`config.mk`:
```
export PLATFORM = sky130hd
export DESIGN_NAME = ecm_irq_front
export DESIGN_NICKNAME = d
export VERILOG_FILES = /design/src/rtl/ecm_pkg.sv /design/src/rtl/ecm_irq_front.sv
export SDC_FILE = /design/constraint.sdc
export NUM_CORES = 1
export LEC_CHECK = 0
export ABC_CLOCK_PERIOD_IN_PS = 2800
export BUFFER_PORTS_ARGS = -buffer_cell sky130_fd_sc_hd__clkbuf_2
export CORE_ASPECT_RATIO = 2
export CORE_MARGIN = 1.5
export CORE_UTILIZATION = 25
export DETAILED_ROUTE_END_ITERATION = 8
export PLACE_DENSITY_LB_ADDON = 0.1
export SLEW_MARGIN = 25
export SYNTH_ARGS = -nofsm -noshare
export SYNTH_HDL_FRONTEND = slang
export SYNTH_SLANG_ARGS = --single-unit
```
`constraint.sdc`:
```
create_clock -name clock -period 2.8 [get_ports clock]
set_input_delay 0.28 -clock clock [delete_from_list [all_inputs] [get_ports clock]]
set_output_delay 0.28 -clock clock [all_outputs]
set_load 0.01 [all_outputs]
```
`src/rtl/ecm_pkg.sv`:
```
/*
 * Shared constants and carriers for the external and comparator
 * interrupt front end. Assumes one 200 MHz clock and a byte-wide
 * register port driven by the CPU core.
 */
package ecm_pkg;
	// ------------------------------------------------------------
	// Register addresses
	// ------------------------------------------------------------
	localparam logic [19:0] ADDR_PIN_RISE = 20'hF0518;
	localparam logic [19:0] ADDR_PIN_FALL = 20'hF0519;
	localparam logic [19:0] ADDR_CMP_RISE = 20'hF0558;
	localparam logic [19:0] ADDR_CMP_FALL = 20'hF0559;
	localparam logic [19:0] ADDR_MONITOR = 20'hF05C3;
	localparam logic [19:0] ADDR_MASK = 20'hF05C0;
	localparam logic [19:0] ADDR_PSW = 20'hFFFFA;
	// ------------------------------------------------------------
	// Reset values and field layout
	// ------------------------------------------------------------
	localparam logic [7:0] RST_ZERO = 8'h00;
	localparam logic [7:0] RST_MASK = 8'hFF;
	localparam logic [7:0] RST_PSW = 8'h06;
	localparam logic [2:0] PSW_IE_BIT = 3'h7;
	localparam int PSW_ISP_LO = 1;
	localparam int PSW_ISP_HI = 2;
	localparam logic [1:0] PRIO_TOP = 2'h0;
	localparam logic [1:0] PRIO_STEP = 2'h1;
	localparam int N_PIN = 4;
	localparam int N_CMP = 6;
	localparam int N_CMP_MASKED = 3;
	localparam int CMP_MASK_FIRST = 3;
	localparam int MASK_CMP_POS = 4;
	localparam int TRS_A_POS = 6;
	localparam int TRS_B_POS = 7;
	localparam logic MASK_TOP_READ = 1'h1;
	localparam logic [3:0] MON_UPPER_READ = 4'h0;
	// ------------------------------------------------------------
	// Carriers
	// ------------------------------------------------------------
	typedef struct packed {
		logic valid;
		logic write;
		logic bit_op;
		logic [19:0] addr;
		logic [2:0] bit_idx;
		logic bit_val;
		logic [7:0] wdata;
	} ecm_bus_req_t;
	typedef struct packed {
		logic ack_maskable;
		logic [1:0] ack_priority;
		logic software_break_instruction;
		logic ei;
		logic di;
		logic push;
		logic restore;
		logic [7:0] restore_data;
	} ecm_cpu_evt_t;
endpackage

```
`src/rtl/ecm_irq_front.sv`:
```
/*
 * Edge selection, request masking, monitor flags, timer restart and
 * the status word of the external/comparator interrupt front end.
 * Read data follows a taken read by one clock and holds until the
 * next read. A pin or comparator change shows as a one-clock request
 * two clocks after it is sampled. Priority choice and vectoring
 * live in the CPU core; only the status word side of an acknowledge
 * is kept here.
 * Assumes pins and comparator outputs are asynchronous, while the
 * invert selects, the register port and CPU events share the clock.
 */
// Functional notes
// - Pin edge pair 00 disables detection, 01 falling, 10 rising.
// - Pin edge pair 11 detects both rising and falling edges.
// - Comparator edge pair 7 selects edge of timer-linked pin B.
// - Comparator edge pair 6 selects edge of timer-linked pin A.
// - Timer restart stays low while its comparator edge pair is disabled.
// - Comparator edge pairs 0 to 5 select comparator request edges.
// - Comparator edge applies after the optional detect inversion.
// - Mask bits 0-3 gate pins, 4-6 comparators 3-5; bit 7 reads 1.
// - Mask register resets to all ones.
// - Pin request sets its monitor flag, cleared only by software.
// - While monitor flag is set, further pin requests are ignored.
// - Monitor supports bit read/write and byte read; byte writes ignored.
// - Monitor flags sit in bits 3..0; upper four bits read zero.
// - Status word has byte, bit and enable/disable instruction access.
// - Vectored acknowledge or break pushes status and clears enable.
// - Maskable acknowledge with nonzero priority loads priority minus one.
// - Push instruction saves status; returns and pop restore it.
// - Status word resets to 06 hex.
// - Maskable acknowledge is taken only while the enable flag is set.
`timescale 1ns/100ps
`default_nettype none
module ecm_irq_front
	import ecm_pkg::*;
(
	input wire logic clock,
	input wire logic rst_b,
	input wire logic [N_PIN-1:0] ext_pin,
	input wire logic [N_CMP-1:0] cmp_detect,
	input wire logic [N_CMP-1:0] comparator_invert_select,
	input wire ecm_bus_req_t bus_req,
	input wire ecm_cpu_evt_t cpu_evt,
	output logic [7:0] bus_rdata_ff,
	output logic [N_PIN-1:0] external_pin_request_ff,
	output logic [N_CMP-1:0] comparator_detect_request_ff,
	output logic timer_restart_a_ff,
	output logic timer_restart_b_ff,
	output logic [7:0] psw_ff,
	output logic [7:0] psw_push_data_ff,
	output logic psw_push_stb_ff
);
	// ------------------------------------------------------------
	// Edge and write-merge helpers
	// ------------------------------------------------------------
	function automatic logic edge_hit(input logic prev, input logic cur,
		input logic rise, input logic fall);
		edge_hit = (rise & ~prev & cur) | (fall & prev & ~cur);
	endfunction

	function automatic logic [7:0] merge(input logic [7:0] old,
		input ecm_bus_req_t r);
		logic [7:0] m;
		m = old;
		m[r.bit_idx] = r.bit_val;
		merge = r.bit_op ? m : r.wdata;
	endfunction

	// ------------------------------------------------------------
	// Input synchronisers and previous samples
	// ------------------------------------------------------------
	logic [N_PIN-1:0] pin_s1_ff, pin_s2_ff, pin_prev_ff;
	logic [N_CMP-1:0] cmp_s1_ff, cmp_s2_ff, cmp_prev_ff;
	logic [N_CMP-1:0] cmp_inv;

	// The first stage feeds only the second stage.
	always_ff @(posedge clock) begin
		if (!rst_b) begin
			pin_s1_ff <= '0;
			pin_s2_ff <= '0;
			pin_prev_ff <= '0;
			cmp_s1_ff <= '0;
			cmp_s2_ff <= '0;
			cmp_prev_ff <= '0;
		end else begin
			pin_s1_ff <= ext_pin;
			pin_s2_ff <= pin_s1_ff;
			pin_prev_ff <= pin_s2_ff;
			cmp_s1_ff <= cmp_detect;
			cmp_s2_ff <= cmp_s1_ff;
			cmp_prev_ff <= cmp_inv;
		end
	end

	// Edges are judged on the inverted signal, so changing an invert
	// select can itself look like an edge; software should expect it.
	assign cmp_inv = cmp_s2_ff ^ comparator_invert_select;

	// ------------------------------------------------------------
	// Register decode
	// ------------------------------------------------------------
	logic [7:0] pin_rise_edge_enable_ff, pin_fall_edge_enable_ff;
	logic [7:0] cmp_rise_edge_bit_ff, cmp_fall_edge_bit_ff;
	logic [N_PIN-1:0] request_monitor_bit_ff;
	logic [6:0] request_mask_bit_ff;
	logic wr, rd, sel_pr, sel_pf, sel_cr, sel_cf, sel_mon, sel_mk, sel_psw;
	logic wr_pr, wr_pf, wr_cr, wr_cf, wr_mk, wr_psw;
	logic mon_bit_wr;
	logic [7:0] mask_view, mon_view, mask_wr, rd_mux;

	assign wr = bus_req.valid & bus_req.write;
	assign rd = bus_req.valid & ~bus_req.write;
	assign sel_pr = bus_req.addr == ADDR_PIN_RISE;
	assign sel_pf = bus_req.addr == ADDR_PIN_FALL;
	assign sel_cr = bus_req.addr == ADDR_CMP_RISE;
	assign sel_cf = bus_req.addr == ADDR_CMP_FALL;
	assign sel_mon = bus_req.addr == ADDR_MONITOR;
	assign sel_mk = bus_req.addr == ADDR_MASK;
	assign sel_psw = bus_req.addr == ADDR_PSW;

	// ------------------------------------------------------------
	// Write strobes
	// ------------------------------------------------------------
	// Byte writes to the monitor are dropped; only bit writes land.
	assign mon_bit_wr = wr & sel_mon & bus_req.bit_op;
	assign wr_pr = wr & sel_pr;
	assign wr_pf = wr & sel_pf;
	assign wr_cr = wr & sel_cr;
	assign wr_cf = wr & sel_cf;
	assign wr_mk = wr & sel_mk;
	assign wr_psw = wr & sel_psw;

	// ------------------------------------------------------------
	// Read views
	// ------------------------------------------------------------
	assign mask_view = {MASK_TOP_READ, request_mask_bit_ff};
	// Bit 7 of the mask is fixed, so a write merges into the read view
	// and only the seven real bits are kept.
	assign mask_wr = merge(mask_view, bus_req);
	assign mon_view = {MON_UPPER_READ, request_monitor_bit_ff};
	// Unmapped reads return zero rather than a stale value.
	assign rd_mux = sel_pr ? pin_rise_edge_enable_ff :
		sel_pf ? pin_fall_edge_enable_ff :
		sel_cr ? cmp_rise_edge_bit_ff :
		sel_cf ? cmp_fall_edge_bit_ff :
		sel_mon ? mon_view :
		sel_mk ? mask_view :
		sel_psw ? psw_ff : RST_ZERO;

	always_ff @(posedge clock) begin
		if (!rst_b) begin
			pin_rise_edge_enable_ff <= RST_ZERO;
			pin_fall_edge_enable_ff <= RST_ZERO;
			cmp_rise_edge_bit_ff <= RST_ZERO;
			cmp_fall_edge_bit_ff <= RST_ZERO;
			request_mask_bit_ff <= RST_MASK[6:0];
		end else begin
			if (wr_pr)
				pin_rise_edge_enable_ff <= merge(pin_rise_edge_enable_ff, bus_req);
			if (wr_pf)
				pin_fall_edge_enable_ff <= merge(pin_fall_edge_enable_ff, bus_req);
			if (wr_cr)
				cmp_rise_edge_bit_ff <= merge(cmp_rise_edge_bit_ff, bus_req);
			if (wr_cf)
				cmp_fall_edge_bit_ff <= merge(cmp_fall_edge_bit_ff, bus_req);
			if (wr_mk)
				request_mask_bit_ff <= mask_wr[6:0];
		end
	end

	// Read data holds between reads, so a slow reader still sees it.
	always_ff @(posedge clock) begin
		if (!rst_b) begin
			bus_rdata_ff <= RST_ZERO;
		end else if (rd) begin
			bus_rdata_ff <= rd_mux;
		end
	end

	// ------------------------------------------------------------
	// Pin requests and monitor flags
	// ------------------------------------------------------------
	logic [N_PIN-1:0] pin_edge, pin_gen, nxt_monitor, pin_out;

	genvar gi;
	generate
		for (gi = 0; gi < N_PIN; gi++) begin : g_pin
			assign pin_edge[gi] = edge_hit(pin_prev_ff[gi], pin_s2_ff[gi],
				pin_rise_edge_enable_ff[gi], pin_fall_edge_enable_ff[gi]);
			// A set flag shuts the pin out until software clears it.
			assign pin_gen[gi] = pin_edge[gi] & ~request_monitor_bit_ff[gi];
			// A new request wins over a clear in the same cycle.
			assign nxt_monitor[gi] = pin_gen[gi] |
				((mon_bit_wr && bus_req.bit_idx == gi) ?
				bus_req.bit_val : request_monitor_bit_ff[gi]);
			assign pin_out[gi] = pin_gen[gi] & ~request_mask_bit_ff[gi];
		end
	endgenerate

	// ------------------------------------------------------------
	// Comparator requests and timer restart
	// ------------------------------------------------------------
	logic [N_CMP-1:0] cmp_edge, cmp_out;
	logic trs_a, trs_b;

	generate
		for (gi = 0; gi < N_CMP; gi++) begin : g_cmp
			assign cmp_edge[gi] = edge_hit(cmp_prev_ff[gi], cmp_inv[gi],
				cmp_rise_edge_bit_ff[gi], cmp_fall_edge_bit_ff[gi]);
			if (gi >= CMP_MASK_FIRST) begin : g_mk
				assign cmp_out[gi] = cmp_edge[gi] &
					~request_mask_bit_ff[gi - CMP_MASK_FIRST + MASK_CMP_POS];
			end else begin : g_nomk
				assign cmp_out[gi] = cmp_edge[gi];
			end
		end
	endgenerate

	// With both bits clear edge_hit is zero, so the restart holds low.
	assign trs_a = edge_hit(pin_prev_ff[0], pin_s2_ff[0],
		cmp_rise_edge_bit_ff[TRS_A_POS], cmp_fall_edge_bit_ff[TRS_A_POS]);
	assign trs_b = edge_hit(pin_prev_ff[1], pin_s2_ff[1],
		cmp_rise_edge_bit_ff[TRS_B_POS], cmp_fall_edge_bit_ff[TRS_B_POS]);

	// Monitor flags are state and the pulses are not, so they sit apart.
	always_ff @(posedge clock) begin
		if (!rst_b) begin
			request_monitor_bit_ff <= RST_ZERO[N_PIN-1:0];
		end else begin
			request_monitor_bit_ff <= nxt_monitor;
		end
	end

	// The restart pulses ignore mask and monitor; the timer wants them all.
	always_ff @(posedge clock) begin
		if (!rst_b) begin
			external_pin_request_ff <= '0;
			comparator_detect_request_ff <= '0;
			timer_restart_a_ff <= 1'b0;
			timer_restart_b_ff <= 1'b0;
		end else begin
			external_pin_request_ff <= pin_out;
			comparator_detect_request_ff <= cmp_out;
			timer_restart_a_ff <= trs_a;
			timer_restart_b_ff <= trs_b;
		end
	end

	// ------------------------------------------------------------
	// Status word
	// ------------------------------------------------------------
	logic ack_taken, vec_entry, save_psw;
	logic [1:0] isp_load;
	logic [7:0] psw_entry, psw_instr, nxt_psw;

	// A maskable acknowledge is void while maskable requests are off.
	assign ack_taken = cpu_evt.ack_maskable & psw_ff[PSW_IE_BIT];
	assign vec_entry = ack_taken | cpu_evt.software_break_instruction;
	assign save_psw = vec_entry | cpu_evt.push;
	assign isp_load = (cpu_evt.ack_priority != PRIO_TOP) ?
		cpu_evt.ack_priority - PRIO_STEP : psw_ff[PSW_ISP_HI:PSW_ISP_LO];

	always_comb begin
		psw_entry = psw_ff;
		psw_entry[PSW_IE_BIT] = 1'b0;
		if (ack_taken)
			psw_entry[PSW_ISP_HI:PSW_ISP_LO] = isp_load;
		psw_instr = (wr && sel_psw) ? merge(psw_ff, bus_req) : psw_ff;
		if (cpu_evt.ei)
			psw_instr[PSW_IE_BIT] = 1'b1;
		if (cpu_evt.di)
			psw_instr[PSW_IE_BIT] = 1'b0;
		// Restore outranks entry, which outranks plain instructions.
		nxt_psw = cpu_evt.restore ? cpu_evt.restore_data :
			vec_entry ? psw_entry : psw_instr;
	end

	always_ff @(posedge clock) begin
		if (!rst_b) begin
			psw_ff <= RST_PSW;
			psw_push_stb_ff <= 1'b0;
		end else begin
			psw_ff <= nxt_psw;
			psw_push_stb_ff <= save_psw;
		end
	end

	// The copy taken is the word before this cycle's update, which is
	// what the stack must receive on entry.
	always_ff @(posedge clock) begin
		if (!rst_b) begin
			psw_push_data_ff <= RST_ZERO;
		end else if (save_psw) begin
			psw_push_data_ff <= psw_ff;
		end
	end
endmodule // ecm_irq_front
`default_nettype wire

```
[After elaboration in Yosys (flattened, before gate mapping)]
Cells that the tools add are included.
Storage, ports and cells
  input port bits: 69
  ROM bits: 0
  RAM bits: 0
  memories: 0
  flip-flop bits (word level): 110
  bits in latches: 0
  word-level logic and storage cells: 203
  output and inout bits: 37
Operators by class
  shifts and indexed selects: 0
  bitwise logic cells: 120
  eq/ne operators: 13
  multipliers: 0
  div/mod/pow operators: 0
  add/subtract/negate cells: 1
  $lt $le $gt $ge: 2
  multiplexer cells: 32
  reductions and logical operators: 13
Operators with widths (count)
  equality test 20 bit, second input constant: 7
  two-way mux 8 bit: 15
  AND 1 bit: 69
  bitwise mux 8 bit: 6
  inverter 1 bit: 32
  OR 1 bit: 18
  two-way mux 1 bit: 7
  two-way mux 7 bit: 1
  equality test 3 x 2 -> 1 bit, second input constant: 2
  logical AND 1 bit: 6
  bitwise XOR 6 bit: 1
  nonzero test 5 bit: 1
  less-than comparator 3 x 4 -> 1 bit, second input constant: 1
  two-way mux 2 bit: 2
  nonzero test 2 bit: 2
  demux 1 bit (select 3 bit): 1
  equality test 3 x 1 -> 1 bit, second input constant: 1
  >= comparator 3 x 1 -> 1 bit, second input constant: 1
  logical NOT 3 bit: 1
  != test 3 x 2 -> 1 bit, second input constant: 1
  != test 3 bit, second input constant: 1
  AND reduction 3 bit: 1
  nonzero test 3 bit: 1
  != test 2 bit, second input constant: 1
  other kinds (2): 2

[Longest topological paths before layout]
  depth in word-level cells: 11
  depth in mapped cells: 8
  mapped depth without buffers: 6

[Worst setup path after synthesis]
No wires, ideal clock.
  kind: input-to-reg
  from: input port bus_req[17] (netlist bit)
  to: register bus_rdata_ff[5]
  stages on the path: 6
  arrival: 1.991 ns
  required time: 2.739 ns
  library setup time: 0.061 ns
  buffers on the path: 1
  setup slack: 0.749 ns
  cells stage by stage: or3_4 -> or4_4 -> buf_6 -> or4_1 -> o211ai_1 -> a32o_1
Between the ends
  word-level cells in the longest chain between the ends: 8
RTL lines
  start, declared: RTL line ecm_irq_front.sv:42  | input wire ecm_bus_req_t bus_req,
  equality test 20 bit: RTL line ecm_irq_front.sv:119  | assign sel_psw = bus_req.addr == ADDR_PSW;
  two-way mux 8 bit: RTL line ecm_irq_front.sv:148  | sel_psw ? psw_ff : RST_ZERO;
  two-way mux 8 bit: RTL line ecm_irq_front.sv:147  | sel_mk ? mask_view :
  two-way mux 8 bit: RTL line ecm_irq_front.sv:146  | sel_mon ? mon_view :
  two-way mux 8 bit: RTL line ecm_irq_front.sv:145  | sel_cf ? cmp_fall_edge_bit_ff :
  two-way mux 8 bit: RTL line ecm_irq_front.sv:144  | sel_cr ? cmp_rise_edge_bit_ff :
  two-way mux 8 bit: RTL line ecm_irq_front.sv:143  | sel_pf ? pin_fall_edge_enable_ff :
  two-way mux 8 bit *: RTL line ecm_irq_front.sv:142  | assign rd_mux = sel_pr ? pin_rise_edge_enable_ff :
  end signal, assigned: RTL line ecm_irq_front.sv:176  | bus_rdata_ff <= rd_mux;
  end, declared: RTL line ecm_irq_front.sv:44  | output logic [7:0] bus_rdata_ff,
Mark *: on every way between the ends. The rest lies on a longest branch, timed or not.
A chain may end at the register's enable or synchronous reset.

[Worst setup path in the final report]
  from: input port bus_req[17] (netlist bit)
  to: register cmp_fall_edge_bit_ff[5]
Between the ends
  word-level cells in the longest chain between the ends: 2
RTL lines
  equality test 20 bit: RTL line ecm_irq_front.sv:116  | assign sel_cf = bus_req.addr == ADDR_CMP_FALL;
  AND 1 bit: RTL line ecm_irq_front.sv:129  | assign wr_cf = wr & sel_cf;
  end signal, assigned: RTL line ecm_irq_front.sv:165  | cmp_fall_edge_bit_ff <= merge(cmp_fall_edge_bit_ff, bus_req);
  end, declared: RTL line ecm_irq_front.sv:103  | logic [7:0] cmp_rise_edge_bit_ff, cmp_fall_edge_bit_ff;
Every way passes these cells.

==> impl_metrics.json <==
{
  "drcViolationCount": 0,
  "vias": 5184,
  "synthTopCellsByArea": "dfxtp_1 (41%), nand2_1 (6.1%), mux2i_1 (4.8%), and2_1 (4.1%), a21oi_1 (3.3%)",
  "initial_core_util_pct": 25.6,
  "post_cts_buffers": 0,
  "insertion_delay_ns": 0.37,
  "syn_nets": 713,
  "drt_wl_total_mm": 20.3,
  "p_int_uw": 2430,
  "p_per_area_nw_per_um2": 507,
  "post-place-ws_ns": 0.442,
  "p_comb_share_pct": 10.6,
  "grt_max_degree": 77,
  "wl_per_cell_um": 20.0,
  "min_from": "ext_pin[3]",
  "p_sw_uw": 883,
  "crit_required_ns": 3.07,
  "dp.cells": 994,
  "finalMaxSlewViolations": 0,
  "fin_nets": 806,
  "gp_congestion": 0.902,
  "cts.sinks": 110,
  "drt.antenna.violating_nets": 0,
  "setup_viol": 0,
  "yosysUniqueCellTypes": 60,
  "grt_pass1_vias": 5210,
  "hold_viol_final": 0,
  "track_usage_pct": 18.1,
  "seq_area_um2": 2200,
  "grt_pass1_wl_mm": 30.0,
  "yosysSeqAreaShare_pct": 40.9,
  "synth-edff-count": 0,
  "status": "completed",
  "async_reset_ff_share_pct": 0,
  "reg2reg_to": "psw_ff[7]",
  "antenna_found_initial": 0,
  "critPathLaunchType": "input pin",
  "hpwl_mm": 15.5,
  "worst-setup-path-type": "input pin to flop",
  "crit_fanout": 9,
  "grt.overflow.total": 0,
  "fmax_ghz": 0.500,
  "numCtsBuffers": 9,
  "tightest_slew_ns": 0.910,
  "multi_input_area_um2": 2910,
  "core-area_um2": 21000,
  "cts_tree": "built",
  "drt_iter0_drc": 238,
  "yosysWarnings": 0,
  "holdBufCountCts": 0,
  "fin_tns_setup_ns": 0,
  "syn_area_um2": 5390,
  "die-area_um2": 22500,
  "relSlewSlack_pct": 39.0,
  "synth_top_area_share_pct": 40.9,
  "fp-row-count": 75,
  "design_area_um2": 6540,
  "power.total_uw": 3310,
  "ys.flop_type": "dfxtp_1",
  "crit_path_end_kind": "flop",
  "h-tree-depth": 3,
  "r2r_start": "psw_ff[7]",
  "p_sw_share_pct": 26.7,
  "viasPerCell": 5.13,
  "fillers": 2273,
  "hold_depth": 2,
  "post_layout_nonfiller_instances": 1010,
  "period_minus_slack_ns": 2.00,
  "io_pins": 106,
  "hold_class": "input pin to flop",
  "clkTransAtPathRegs_ns": 0.08,
  "finClkSkew_ns": 0.00992,
  "final.period_utilization_pct": 71.4,
  "rsz0062_at_grt": "no",
  "ir_drop_mv": 0.241,
  "drive_gt1_share_pct": 21.2,
  "r2r_cells": 4,
  "syn-instance-count": 643,
  "clk_path_buf_depth": 2,
  "p_leak_uw": 0.00265,
  "firstDrtPassIters": 6,
  "avgSynthCellArea_um2": 8.38,
  "n_antenna_cell": 0,
  "arrival_ns": 2.27,
  "clockPowerShare_pct": 40.4,
  "io_buffers": 105,
  "cap_viol_max_count": 0,
  "chipHeight_um": 211,
  "cts_resized": 0,
  "yosys.area.top_type": "dfxtp_1",
  "rrSetupSlack_ns": 0.97,
  "cts-root-buf": "clkbuf_16",
  "worstHoldEndpoint": "pin_s1_ff[3]",
  "area_delta_synth_final_pct": 21.3,
  "synth_seq_cells": 110,
  "seq_power_share_pct": 48.9,
  "setup_ws_ns": 0.802,
  "dpl-instance-area_um2": 6240,
  "dieWidth_um": 107
}
==> placed cells by master, fill, tap and decap left out, drive strengths merged, types with 7 or more instances in the layout <==
master	synthesis	final
a211oi	18	18
a21oi	36	36
a311oi	12	12
a31oi	12	12
and2	35	35
and3	7	7
buf	11	21
clkbuf	33	115
dfxtp	110	110
inv	24	26
mux2i	26	26
nand2	87	87
nand2b	14	14
nand3	31	31
nand4	14	14
nor2	24	24
nor2b	9	9
nor3	17	17
nor4	10	10
o21ai	11	11
==> power groups by stage <==
stage / registers, µW / clock network (µW) / logic (µW)
floorplan: 1660 / 0 / 189
global placement: 1660 / 0 / 348
detailed placement: 1660 / 0 / 353
CTS: 1620 / 1380 / 355
global route: 1630 / 1430 / 387
finish: 1620 / 1340 / 352
==> flip-flops by register name, indices dropped and copies added, names as in the netlist, 4 cells and up <==
| register | count |
|---|---|
| psw_push_data_ff | 8 |
| bus_rdata_ff | 8 |
| cmp_fall_edge_bit_ff | 8 |
| comparator_detect_request_ff | 6 |
| cmp_s1_ff | 6 |
| external_pin_request_ff | 4 |
| pin_rise_edge_enable_ff | 8 |
| psw_ff | 8 |
| cmp_rise_edge_bit_ff | 8 |
| cmp_prev_ff | 6 |
| pin_fall_edge_enable_ff | 8 |
| pin_prev_ff | 4 |
| request_mask_bit_ff | 7 |
| pin_s2_ff | 4 |
| request_monitor_bit_ff | 4 |
| pin_s1_ff | 4 |
| cmp_s2_ff | 6 |
==> kinds of logic (layout without fill, tap and decap cells) <==
group,after synthesis,after routing,share of synthesized area (%)
buf+inv,68,166,5.08
compound gates,147,147,18.9
fa+ha+maj,1,1,0.232
simple gates,282,282,28.5
mux,29,29,5.46
xor+xnor,6,6,0.975
flops,110,110,40.9
==> cell usage after synthesis (4+ instances only) <==
cell type / instances
dfxtp_1: 110
nand2_1: 87
a21oi_1: 36
and2_1: 35
clkbuf_1: 33
nand3_1: 31
mux2i_1: 26
inv_1: 24
nor2_1: 24
a211oi_1: 18
nor3_1: 17
nand2b_1: 14
nand4_1: 14
a311oi_1: 12
a31oi_1: 12
o21ai_0: 11
nor2b_1: 9
and3_1: 7
nor4_1: 7
a21o_1: 6
a22oi_1: 6
nand3b_1: 6
o22ai_1: 6
xor2_1: 6
a41oi_1: 5
buf_1: 5
o211ai_1: 5
or2_2: 5
and4_1: 4
o21a_1: 4
o221ai_1: 4
==> layout make-up <==
| type | instances | share of cell area [%] |
|---|---|---|
| Inverter | 24 | 1.38 |
| Clock inverter | 6 | 1.05 |
| Sequential cell | 110 | 33.7 |
| Timing Repair Buffer | 126 | 10.6 |
| Tap cell | 269 | 5.15 |
| Multi-Input combinational cell | 465 | 44.6 |
| Clock buffer | 10 | 3.50 |
==> how the worst max path moves through the flow <==
stage / startpoint / to / cells after the start
after CTS: bus_req[17] / cmp_fall_edge_bit_ff[6] / 6
final: bus_req[17] / cmp_fall_edge_bit_ff[5] / 6
after floorplan: bus_req[17] / bus_rdata_ff[5] / 6
after detailed placement: bus_req[17] / cmp_fall_edge_bit_ff[5] / 6
after global routing: bus_req[17] / cmp_fall_edge_bit_ff[5] / 6
after global placement: bus_req[17] / cmp_fall_edge_bit_ff[5] / 6
==> through the flow <==
step / utilization, % / hold slack [ns]
floorplan: - / 0.407
global placement: 29.7 / 0.413
detailed placement: 29.7 / 0.418
CTS: 31.1 / 0.109
global route: 31.1 / 0.114
finish: 31.1 / 0.117
==> layer usage <==
metal / part of all wire [%] / global-route usage [%]
met5: 0 / 0
met4: 4.3 / 10.0
met1: 37 / 18.2
met2: 56 / 34.8
met3: 3.1 / 2.41
==> critical path, stage by stage <==
cell and delay, ns:
clkbuf_2 0.10, or3_4 0.40, or4_4 0.60, nor4_4 0.47, a21oi_1 0.14, a311oi_1 0.28
Note: power is estimated with default switching activity, not from simulation.
